===== src/rtl/gpio_strap_map.vh =====
// constants for the general-purpose, strap and debug pin block
// assumes an 8-bit byte address space with 32-bit data
`ifndef GPIO_STRAP_MAP_VH
`define GPIO_STRAP_MAP_VH

// register byte offsets
`define GS_ADDR_GPIO_OE     8'h00
`define GS_ADDR_GPIO_OUT    8'h04
`define GS_ADDR_GPIO_IN     8'h08
`define GS_ADDR_STATUS      8'h0C
`define GS_ADDR_EEPROM      8'h10

// reset values
`define GS_RST_GPIO_OE      8'h00
`define GS_RST_GPIO_OUT     8'h00
`define GS_RST_EEPROM       3'h0

// status field positions
`define GS_ST_PWR_SAVE      0
`define GS_ST_DEBUG         1
`define GS_ST_SMB_LSB       2
`define GS_ST_SMB_MSB       4
`define GS_ST_SEL_LSB       5
`define GS_ST_SEL_MSB       9
`define GS_ST_SCAN_TEST     10

// eeprom control field positions
`define GS_EE_CLK           0
`define GS_EE_DOUT          1
`define GS_EE_DRIVE         2
`define GS_EE_DIN           3

// clock edges during which the power-saving strap is captured after reset
`define GS_STRAP_CYCLES     2'h3

`endif


===== src/rtl/pin_sync2.v =====
// two-stage synchroniser for a group of pin inputs
// assumes the inputs are independent levels; no bus coherence is kept
`timescale 1ns/1ps
`default_nettype none

module pin_sync2 #(
    parameter W = 16
) (
    input  wire         clk,
    input  wire         arst_n,
    input  wire [W-1:0] async_in,
    output wire [W-1:0] sync_out
);

    reg [W-1:0] meta_r;
    reg [W-1:0] sync_r;

    always @(posedge clk or negedge arst_n)
    begin
        if (!arst_n)
        begin
            meta_r <= {W{1'b0}};
            sync_r <= {W{1'b0}};
        end
        else
        begin
            meta_r <= async_in;
            sync_r <= meta_r;
        end
    end

    assign sync_out = sync_r;

endmodule

`default_nettype wire


===== src/rtl/gpio_strap_debug_pins.v =====
// general-purpose, strap, debug, scan, eeprom and smbus pin logic
// assumes: pins are external and asynchronous, core inputs share clk,
// board pull-ups hold open-drain and released lines high
//
// How it works
// each of eight gpio pins is input-only or bidirectional per enable bit
// with smbus in use, gpio 7..5 give the low three slave address bits
// in debug mode gpio 4..0 select the presented debug function
// power-saving strap caught around reset: high enables, low disables
// debug-mode strap low means debug mode, high means normal operation
// in debug mode port status pins drive only when their enable allows
// port status pins carry one status per port 0 to 2, by index
// scan enable pin drives zero normally, becomes input in factory test
// eeprom clock on its own output, data on a separate two-way pin
// eeprom data pin shows one whenever the block is not driving data
// smbus clock is input only; smbus data is driven low and sampled
// gpio output enables clear to zero at reset, all pins inputs
`timescale 1ns/1ps
`default_nettype none
`include "gpio_strap_map.vh"

module gpio_strap_debug_pins (
    input  wire        clk,
    input  wire        arst_n,
    // register port
    input  wire [7:0]  addr,
    input  wire [31:0] wdata,
    input  wire        wr_en,
    input  wire        rd_en,
    output wire [31:0] rdata,
    // general-purpose pins
    input  wire [7:0]  gpio_in,
    output wire [7:0]  gpio_out,
    output wire [7:0]  gpio_oe,
    // core-side configuration and results
    input  wire        smbus_enable,
    output wire [2:0]  smbus_addr_low,
    output wire [4:0]  debug_select,
    output wire        debug_mode,
    output wire        power_saving_mode,
    // straps and test pins
    input  wire        power_saving_strap,
    input  wire        debug_mode_strap,
    input  wire        port_status_enable,
    // port status to the debug header
    input  wire [2:0]  port_status_in,
    output wire [2:0]  per_port_status_out,
    output wire [2:0]  per_port_status_oe,
    // full-scan enable pin
    input  wire        scan_test_mode,
    input  wire        scan_en_in,
    output wire        scan_en_out,
    output wire        scan_en_oe,
    output wire        scan_en_sampled,
    // serial eeprom
    output wire        eeprom_serial_clock,
    input  wire        eeprom_serial_io_in,
    output wire        eeprom_serial_io_out,
    output wire        eeprom_serial_io_oe,
    // smbus pins
    input  wire        smbus_clock_in,
    input  wire        smbus_data_io_in,
    output wire        smbus_data_io_out,
    output wire        smbus_data_io_oe,
    input  wire        smbus_data_pull,
    output wire        smbus_clock_sync,
    output wire        smbus_data_sync
);

    // synchronised pin levels
    wire [15:0] pins_async;
    wire [15:0] pins_sync;
    wire [7:0]  gpio_s;
    wire        pwr_s;
    wire        dbg_strap_s;
    wire        pse_s;
    wire        test_s;
    wire        scan_s;
    wire        ee_s;
    wire        smbus_clock_in_s;
    wire        smbdat_s;

    assign pins_async = {smbus_data_io_in, smbus_clock_in,
                         eeprom_serial_io_in, scan_en_in,
                         scan_test_mode, port_status_enable,
                         debug_mode_strap, power_saving_strap, gpio_in};

    pin_sync2 #(
        .W (16)
    ) u_sync (
        .clk      (clk),
        .arst_n   (arst_n),
        .async_in (pins_async),
        .sync_out (pins_sync)
    );

    assign gpio_s      = pins_sync[7:0];
    assign pwr_s       = pins_sync[8];
    assign dbg_strap_s = pins_sync[9];
    assign pse_s       = pins_sync[10];
    assign test_s      = pins_sync[11];
    assign scan_s      = pins_sync[12];
    assign ee_s        = pins_sync[13];
    assign smbus_clock_in_s    = pins_sync[14];
    assign smbdat_s    = pins_sync[15];

    // software registers
    reg  [7:0]  gpio_oe_r;
    reg  [7:0]  gpio_out_r;
    reg  [2:0]  eeprom_r;
    reg  [31:0] rdata_r;
    reg  [31:0] rdata_nxt;

    // strap and pin state
    reg  [1:0]  strap_cnt_r;
    reg         pwr_save_r;
    reg         debug_r;
    reg  [2:0]  smb_addr_r;
    reg  [4:0]  dbg_sel_r;
    reg  [2:0]  pst_out_r;
    reg  [2:0]  pst_oe_r;
    reg         smb_oe_r;
    reg         scan_oe_r;

    wire        wr_oe;
    wire        wr_out;
    wire        wr_ee;
    wire [31:0] status_word;

    assign wr_oe  = wr_en && (addr == `GS_ADDR_GPIO_OE);
    assign wr_out = wr_en && (addr == `GS_ADDR_GPIO_OUT);
    assign wr_ee  = wr_en && (addr == `GS_ADDR_EEPROM);

    always @(posedge clk or negedge arst_n)
    begin
        if (!arst_n)
        begin
            gpio_oe_r  <= `GS_RST_GPIO_OE;
            gpio_out_r <= `GS_RST_GPIO_OUT;
            eeprom_r   <= `GS_RST_EEPROM;
        end
        else
        begin
            if (wr_oe)
                gpio_oe_r <= wdata[7:0];
            if (wr_out)
                gpio_out_r <= wdata[7:0];
            if (wr_ee)
                eeprom_r <= wdata[`GS_EE_DRIVE:`GS_EE_CLK];
        end
    end

    // strap capture: the synchroniser has settled by the last counted edge,
    // so the mode holds the level seen at reset release
    always @(posedge clk or negedge arst_n)
    begin
        if (!arst_n)
        begin
            strap_cnt_r <= 2'h0;
            pwr_save_r  <= 1'b0;
        end
        else if (strap_cnt_r != `GS_STRAP_CYCLES)
        begin
            strap_cnt_r <= strap_cnt_r + 2'h1;
            pwr_save_r  <= pwr_s;
        end
    end

    // debug mode follows the strap level; a board change takes effect live.
    // the synchroniser resets to zero while the strap idles high, so the
    // strap is ignored until its level has crossed both flops
    wire        dbg_live;

    assign dbg_live = ~dbg_strap_s & strap_cnt_r[1];

    always @(posedge clk or negedge arst_n)
    begin
        if (!arst_n)
        begin
            debug_r   <= 1'b0;
            dbg_sel_r <= 5'h00;
        end
        else
        begin
            debug_r   <= dbg_live;
            dbg_sel_r <= dbg_live ? gpio_s[4:0] : 5'h00;
        end
    end

    // slave address bits read as zero while smbus is unused
    always @(posedge clk or negedge arst_n)
    begin
        if (!arst_n)
        begin
            smb_addr_r <= 3'h0;
            smb_oe_r   <= 1'b0;
        end
        else
        begin
            smb_addr_r <= smbus_enable ? gpio_s[7:5] : 3'h0;
            smb_oe_r   <= smbus_data_pull;
        end
    end

    // scan pin released during reset and while the factory test input is high
    always @(posedge clk or negedge arst_n)
    begin
        if (!arst_n)
            scan_oe_r <= 1'b0;
        else
            scan_oe_r <= ~test_s;
    end

    // one status flop and one drive enable per port, indexed by port
    genvar p;
    generate
        for (p = 0; p < 3; p = p + 1)
        begin : g_port
            always @(posedge clk or negedge arst_n)
            begin
                if (!arst_n)
                begin
                    pst_out_r[p] <= 1'b0;
                    pst_oe_r[p]  <= 1'b0;
                end
                else
                begin
                    pst_out_r[p] <= port_status_in[p];
                    pst_oe_r[p]  <= dbg_live & pse_s;
                end
            end
        end
    endgenerate

    assign status_word = {21'h000000,
                          test_s,
                          dbg_sel_r,
                          smb_addr_r,
                          debug_r,
                          pwr_save_r};

    // read data stand only in the cycle after the strobe; unmapped reads 0
    always @*
    begin
        rdata_nxt = 32'h00000000;
        if (rd_en)
        begin
            case (addr)
                `GS_ADDR_GPIO_OE:  rdata_nxt = {24'h000000, gpio_oe_r};
                `GS_ADDR_GPIO_OUT: rdata_nxt = {24'h000000, gpio_out_r};
                `GS_ADDR_GPIO_IN:  rdata_nxt = {24'h000000, gpio_s};
                `GS_ADDR_STATUS:   rdata_nxt = status_word;
                `GS_ADDR_EEPROM:   rdata_nxt = {28'h0000000, ee_s, eeprom_r};
                default:           rdata_nxt = 32'h00000000;
            endcase
        end
    end

    always @(posedge clk or negedge arst_n)
    begin
        if (!arst_n)
            rdata_r <= 32'h00000000;
        else
            rdata_r <= rdata_nxt;
    end

    assign rdata = rdata_r;

    // gpio pins: disabled bits are input-only
    assign gpio_out = gpio_out_r;
    assign gpio_oe  = gpio_oe_r;

    assign smbus_addr_low    = smb_addr_r;
    assign debug_select      = dbg_sel_r;
    assign debug_mode        = debug_r;
    assign power_saving_mode = pwr_save_r;

    assign per_port_status_out = pst_out_r;
    assign per_port_status_oe  = pst_oe_r;

    // scan enable: drives zero unless in reset or the factory test input is high
    assign scan_en_out     = 1'b0;
    assign scan_en_oe      = scan_oe_r;
    assign scan_en_sampled = scan_s;

    // eeprom: bit-banged by software; idle level on the data pin is one
    assign eeprom_serial_clock  = eeprom_r[`GS_EE_CLK];
    assign eeprom_serial_io_oe  = eeprom_r[`GS_EE_DRIVE];
    assign eeprom_serial_io_out = eeprom_r[`GS_EE_DRIVE] ?
                                  eeprom_r[`GS_EE_DOUT] : 1'b1;

    // smbus: never a clock source; data is open-drain low only
    assign smbus_data_io_out = 1'b0;
    assign smbus_data_io_oe  = smb_oe_r;
    assign smbus_clock_sync  = smbus_clock_in_s;
    assign smbus_data_sync   = smbdat_s;

endmodule

`default_nettype wire


===== config.mk =====
export PLATFORM = sky130hd
export DESIGN_NAME = gpio_strap_debug_pins
export DESIGN_NICKNAME = d
export VERILOG_FILES = /design/src/rtl/pin_sync2.v /design/src/rtl/gpio_strap_debug_pins.v
export VERILOG_INCLUDE_DIRS = /design/src /design/src/rtl
export SDC_FILE = /design/constraint.sdc
export NUM_CORES = 1
export LEC_CHECK = 0
export ABC_AREA = 1
export BUFFER_PORTS_ARGS = -buffer_cell sky130_fd_sc_hd__buf_2
export CORE_MARGIN = 3
export CORE_UTILIZATION = 50
export CTS_BUF_LIST = sky130_fd_sc_hd__clkbuf_4 sky130_fd_sc_hd__clkbuf_8 sky130_fd_sc_hd__clkbuf_16
export CTS_CLUSTER_SIZE = 30
export DETAILED_ROUTE_END_ITERATION = 7
export PLACE_DENSITY = 0.82
export SLEW_MARGIN = 20
export SYNTH_ARGS = -nofsm -noshare
export SYNTH_HDL_FRONTEND = slang
export SYNTH_SLANG_ARGS = --single-unit

===== constraint.sdc =====
create_clock -name clk -period 1.9 [get_ports clk]
set_input_delay 0.285 -clock clk [delete_from_list [all_inputs] [get_ports clk]]
set_output_delay 0.285 -clock clk [all_outputs]
set_load 0.1 [all_outputs]

; ---- Word level (Yosys, flattened, before mapping)
; Cells that the tools add are included.
[op_classes]
add_sub_neg = 1
eq_ne = 5
muxes = 5
bitwise_logic = 4
n_reduce_logical = 4
[op_table]
columns = operator, n
row1 = case mux 11 bit (5 select lines), 1
row2 = 2-to-1 mux 32 bit, 1
row3 = "equality test 8 x 4 -> 1 bit, second input constant", 2
row4 = "equality test 8 x 3 -> 1 bit, second input constant", 1
row5 = "equality test 8 x 5 -> 1 bit, second input constant", 1
row6 = logical NOT 8 bit, 1
row7 = 2-to-1 mux 5 bit, 1
row8 = logical AND 1 bit, 3
row9 = 2-to-1 mux 3 bit, 1
row10 = "adder 2 x 1 -> 2 bit, second input constant", 1
row11 = AND 1 bit, 2
row12 = "inequality test 2 bit, second input constant", 1
row13 = NOT 1 bit, 2
row14 = 2-to-1 mux 1 bit, 1
[word_totals]
ff_bits = 101

; ---- Depth between registers and ports, before layout
[depth]
depth_word = 3
depth_mapped = 8
mapped_depth_nobuf = 7

; ---- Cells and area by module
; From an unflattened synthesis, not the netlist that was laid out.
[hier_totals]
hier_cells = 299
hier_area_um2 = 3175.5
[modules_own_cells]
columns = module, instances, cells_per_inst, area_per_inst_um2, seq_area_each_um2
row1 = gpio_strap_debug_pins, 1, 267, 2374.8, 1201.2
row2 = pin_sync2, 1, 32, 800.8, 800.8

; ---- Least setup slack after synthesis
; No wires, ideal clock.
[synth_timing]
path_type = reg-to-output
start = reg eeprom_r[2]
end = out eeprom_serial_io_out
arrival_ps = 1736
slack_ps = -121
path_stages_with_launch = 2
n_path_buf = 0
path_cell_list = dfrtp_1 nand2_1
[synth_via]
elab_chain_len = 1
[synth_rtl]
columns = element, line
row1 = from (decl), gpio_strap_debug_pins.v:110  ; reg [2:0] eeprom_r;
row2 = from (signal assigned), gpio_strap_debug_pins.v:140  ; eeprom_r <= `GS_RST_EEPROM;
row3 = from (signal assigned), gpio_strap_debug_pins.v:149  ; eeprom_r <= wdata[`GS_EE_DRIVE:`GS_EE_CLK];
row4 = 2-to-1 mux 1 bit, gpio_strap_debug_pins.v:289  ; assign eeprom_serial_io_out = eeprom_r[`GS_EE_DRIVE] ?
row5 = to (decl), gpio_strap_debug_pins.v:58  ; output wire eeprom_serial_io_out,
; Every way passes these cells.

; ---- Worst setup path after layout
; Same ends and word-level chain as after synthesis.

==> run_results.csv <==
group,metric,value,unit
yosys,synth_cell_types,24,
route,drc_errors,0,
sta,tightestPinTransition,0.550,ns
worst_setup_path,critPathLaunchType,"flop",
worst_setup_path,reg2reg_depth,2,
grt,grt_pass1_wl,10400,um
cts,cts.sinks,80,
yosys,ys_ff_latch,80,
yosys,synthesis.instances,302,
yosys,synth.avg_cell_area,10.5,um^2
power,ir_drop,0.674,mV
worst_setup_path,cp_max_fo,4,
cts,path_clk_slew,0.08,ns
cells_and_area,multiInputGateArea,870,um^2
sta,rsz0062_at_grt,"false",
worst_setup_path,crit_type,"reg -> out",
route,drtAntennaViolNets,0,
placement,dpl_cell_area,3590,um^2
cts,clk_path_buf_depth,2,
cts,ctsResizeCount,0,
power,p_clk_share,32.2,%
route,drt_iter0_drc,114,
cells_and_area,instances_no_fill,480,
cts,cts_root_buffer,"clkbuf_8",
sta,skew,0.0110,ns
yosys,ys_seq_area_share,63.3,%
cts,postCtsSetupRepairBufs,0,
die,die-area,7310,um^2
route,wl_met3,589,um
route,vias_per_cell,4.63,
outcome,status,"finished clean",
cells_and_area,areaGrowthSynthToFinish,20.3,%
sta,finalSetupViolCount,0,
worst_setup_path,required,1.62,ns
yosys,synth_area,3160,um^2
worst_setup_path,r2r_end,"power_saving_mode$_DFFE_PN0P_",
sta,finalHoldViolCount,0,
sta,fmax,0.644,GHz
grt,antenna_found_initial,0,
route,totalWireLength,6370,um
worst_setup_path,r2r_setup_slack,0.82,ns
route,drt-met1-wl,2600,um
cts,clock_latency,0.35,ns
hold_path,min_from,"port_status_enable",
sta,setup_ws,0.347,ns
cells_and_area,fill_cells,510,
sta,layout_min_cycle_time,1.55,ns
cells_and_area,stdcell_area,3800,um^2
sta,holdWs,0.0467,ns
die,initial_core_util,52.5,%
worst_setup_path,end_kind,"output pin",
hold_path,holdPathEnd,"u_sync.meta_r[10]$_DFF_PN0_",
die,std_cell_rows,28,
cells_and_area,antenna_cells,0,
placement,portBuffers,91,
worst_setup_path,worstSetupStartpoint,"eeprom_r[2]$_DFFE_PN0P_",
cells_and_area,final_nets,467,
sta,fin_crit_sh,81.7,%
grt,grt_pass1_vias,2195,
route,drtPass1Iterations,4,
sta,finalMaxSlewViolations,0,
cts,htree_levels,3,
yosys,synth_area_leaders,"dfrtp_1 (63%), buf_4 (6.4%), nand2_1 (6.1%)",
grt,grt_start_max_net_pins,48,
power,leakage,2.16,nW
cts,cts_tree,"yes",
cells_and_area,final_common_cell,"buf_2",
run,drv_cap,0,
die,ios,139,
placement,dp_hpwl,4960,um
power,cellPowerDensity,1000,nW/um^2
power,power.internal,2.53,mW
placement,place_inst,464,
hold_path,min_path_cells,1,
power,seqPwrFrac,47.6,%
yosys,yosys_warnings,0,
cells_and_area,regArea,2000,um^2
cells_and_area,drive_above_1_share,33.1,%
cts,numCtsBuffers,9,
power,p_switching,1.30,mW
worst_setup_path,worstReg2RegStart,"strap_cnt_r[0]$_DFFE_PN0P_",
grt,grt_overflow,0,
sta,slew_headroom,63.3,%
yosys,synth_top_area_share,63.3,%
grt,grtUsageTotal,18.9,%
power,combPwrFrac,20.2,%
die,fp.dieW,85.5,um
route,highest_layer,"met4",
route,met2_length,3010,um
placement,gp_congestion,0.825,
route,wl_per_cell,13.3,um
die,die_h,85.5,um
route,dr_total_vias,2223,
die,coreArea,6030,um^2
cts,cts_hold_buffers,1,
placement,pre_cts_ws,0.321,ns
power,switching_share,33.9,%
yosys,yosys.area.top_type,"dfrtp_1",
cells_and_area,layout_common_cells,"buf_2 (90), dfrtp_1 (80), nand2_1 (50), inv_1 (34), nor2_1 (33)",
sta,fin_tns_setup,0,ns
hold_path,hp-class,"in -> reg",
worst_setup_path,cp.arrival,1.27,ns
[worst max-delay path, cell delays in order, from the launching register on]
cell and delay, ns:
dfrtp_1 0.43, nand2_2 0.08, buf_2 0.41
[synthesized netlist by cell type]
master / count
buf_6: 2
inv_2: 1
nor2_1: 33
dfrtp_1: 80
ha_1: 1
conb_1: 1
o211ai_1: 1
nor2_2: 2
nand2_2: 6
nand2_4: 2
nand2_1: 51
clkbuf_1: 1
o21ai_0: 10
nor2_8: 2
mux2_2: 1
nand3_1: 30
buf_4: 27
nor2_4: 3
xnor2_1: 1
o21ai_2: 5
o21ai_1: 3
inv_1: 34
a21oi_1: 4
buf_8: 1
[cell families (layout without fill, tap and decap cells)]
family / count (synthesis) / count (layout) / synth area share, %
AO/OA/AOI/OAI: 23 / 23 / 4.31
XOR/XNOR: 1 / 1 / 0.277
adder cells (fa/ha/maj): 1 / 1 / 0.396
buffers and inverters: 66 / 147 / 11.9
flip-flops: 80 / 80 / 63.3
multiplexers: 1 / 1 / 0.356
other: 1 / 23 / 0.119
AND/OR/NAND/NOR: 129 / 129 / 19.4
[state kept, by name, summed over array words and instances (netlist names), 2 cells and up]
name,cells
u_sync.meta_r,16
u_sync.sync_out,16
rdata,11
gpio_oe,8
gpio_out,8
debug_select,5
eeprom_r,3
per_port_status_out,3
smbus_addr_low,3
strap_cnt_r,2
[power groups by stage]
stage	clock network, mW	logic, mW	registers, mW
after floorplan	0	0.335	2.16
after global placement	0	0.767	1.85
after detailed placement	0	0.776	1.85
after CTS	1.26	0.778	1.82
after global routing	1.35	0.809	1.82
final	1.23	0.773	1.82
[per-stage QoR]
stage          utilization (%)  power, mW
2_1_floorplan                -       2.50
3_3_place_gp              59.6       2.61
3_5_place_dp              59.6       2.63
4_1_cts                   63.1       3.85
5_1_grt                   63.1       3.98
6_report                  63.1       3.82
[routing by layer]
metal,global-route usage (%),vias up
li1,-,1085
met2,28.2,99
met3,8.07,16
met5,0,-
met4,8.92,0
met1,24.1,1023
[final cells by class]
cell class / count / area share (%)
inverter: 35 / 3.46
multi-input combinational: 178 / 22.9
clock inverter: 4 / 1.45
tap: 75 / 2.47
timing repair buffer: 97 / 13.3
clock buffer: 11 / 3.82
sequential: 80 / 52.6
[worst max path at each step]
stage | end | cells after the start | slack [ns]
floorplan | eeprom_serial_io_out | 1 | 0.12
global placement | gpio_oe[0]$_DFFE_PN0P_ | 7 | 0.37
detailed placement | gpio_oe[0]$_DFFE_PN0P_ | 7 | 0.32
CTS | eeprom_serial_io_out | 2 | 0.34
global route | eeprom_serial_io_out | 3 | 0.29
finish | eeprom_serial_io_out | 2 | 0.35
Note: power is estimated with default switching activity, not from simulation.
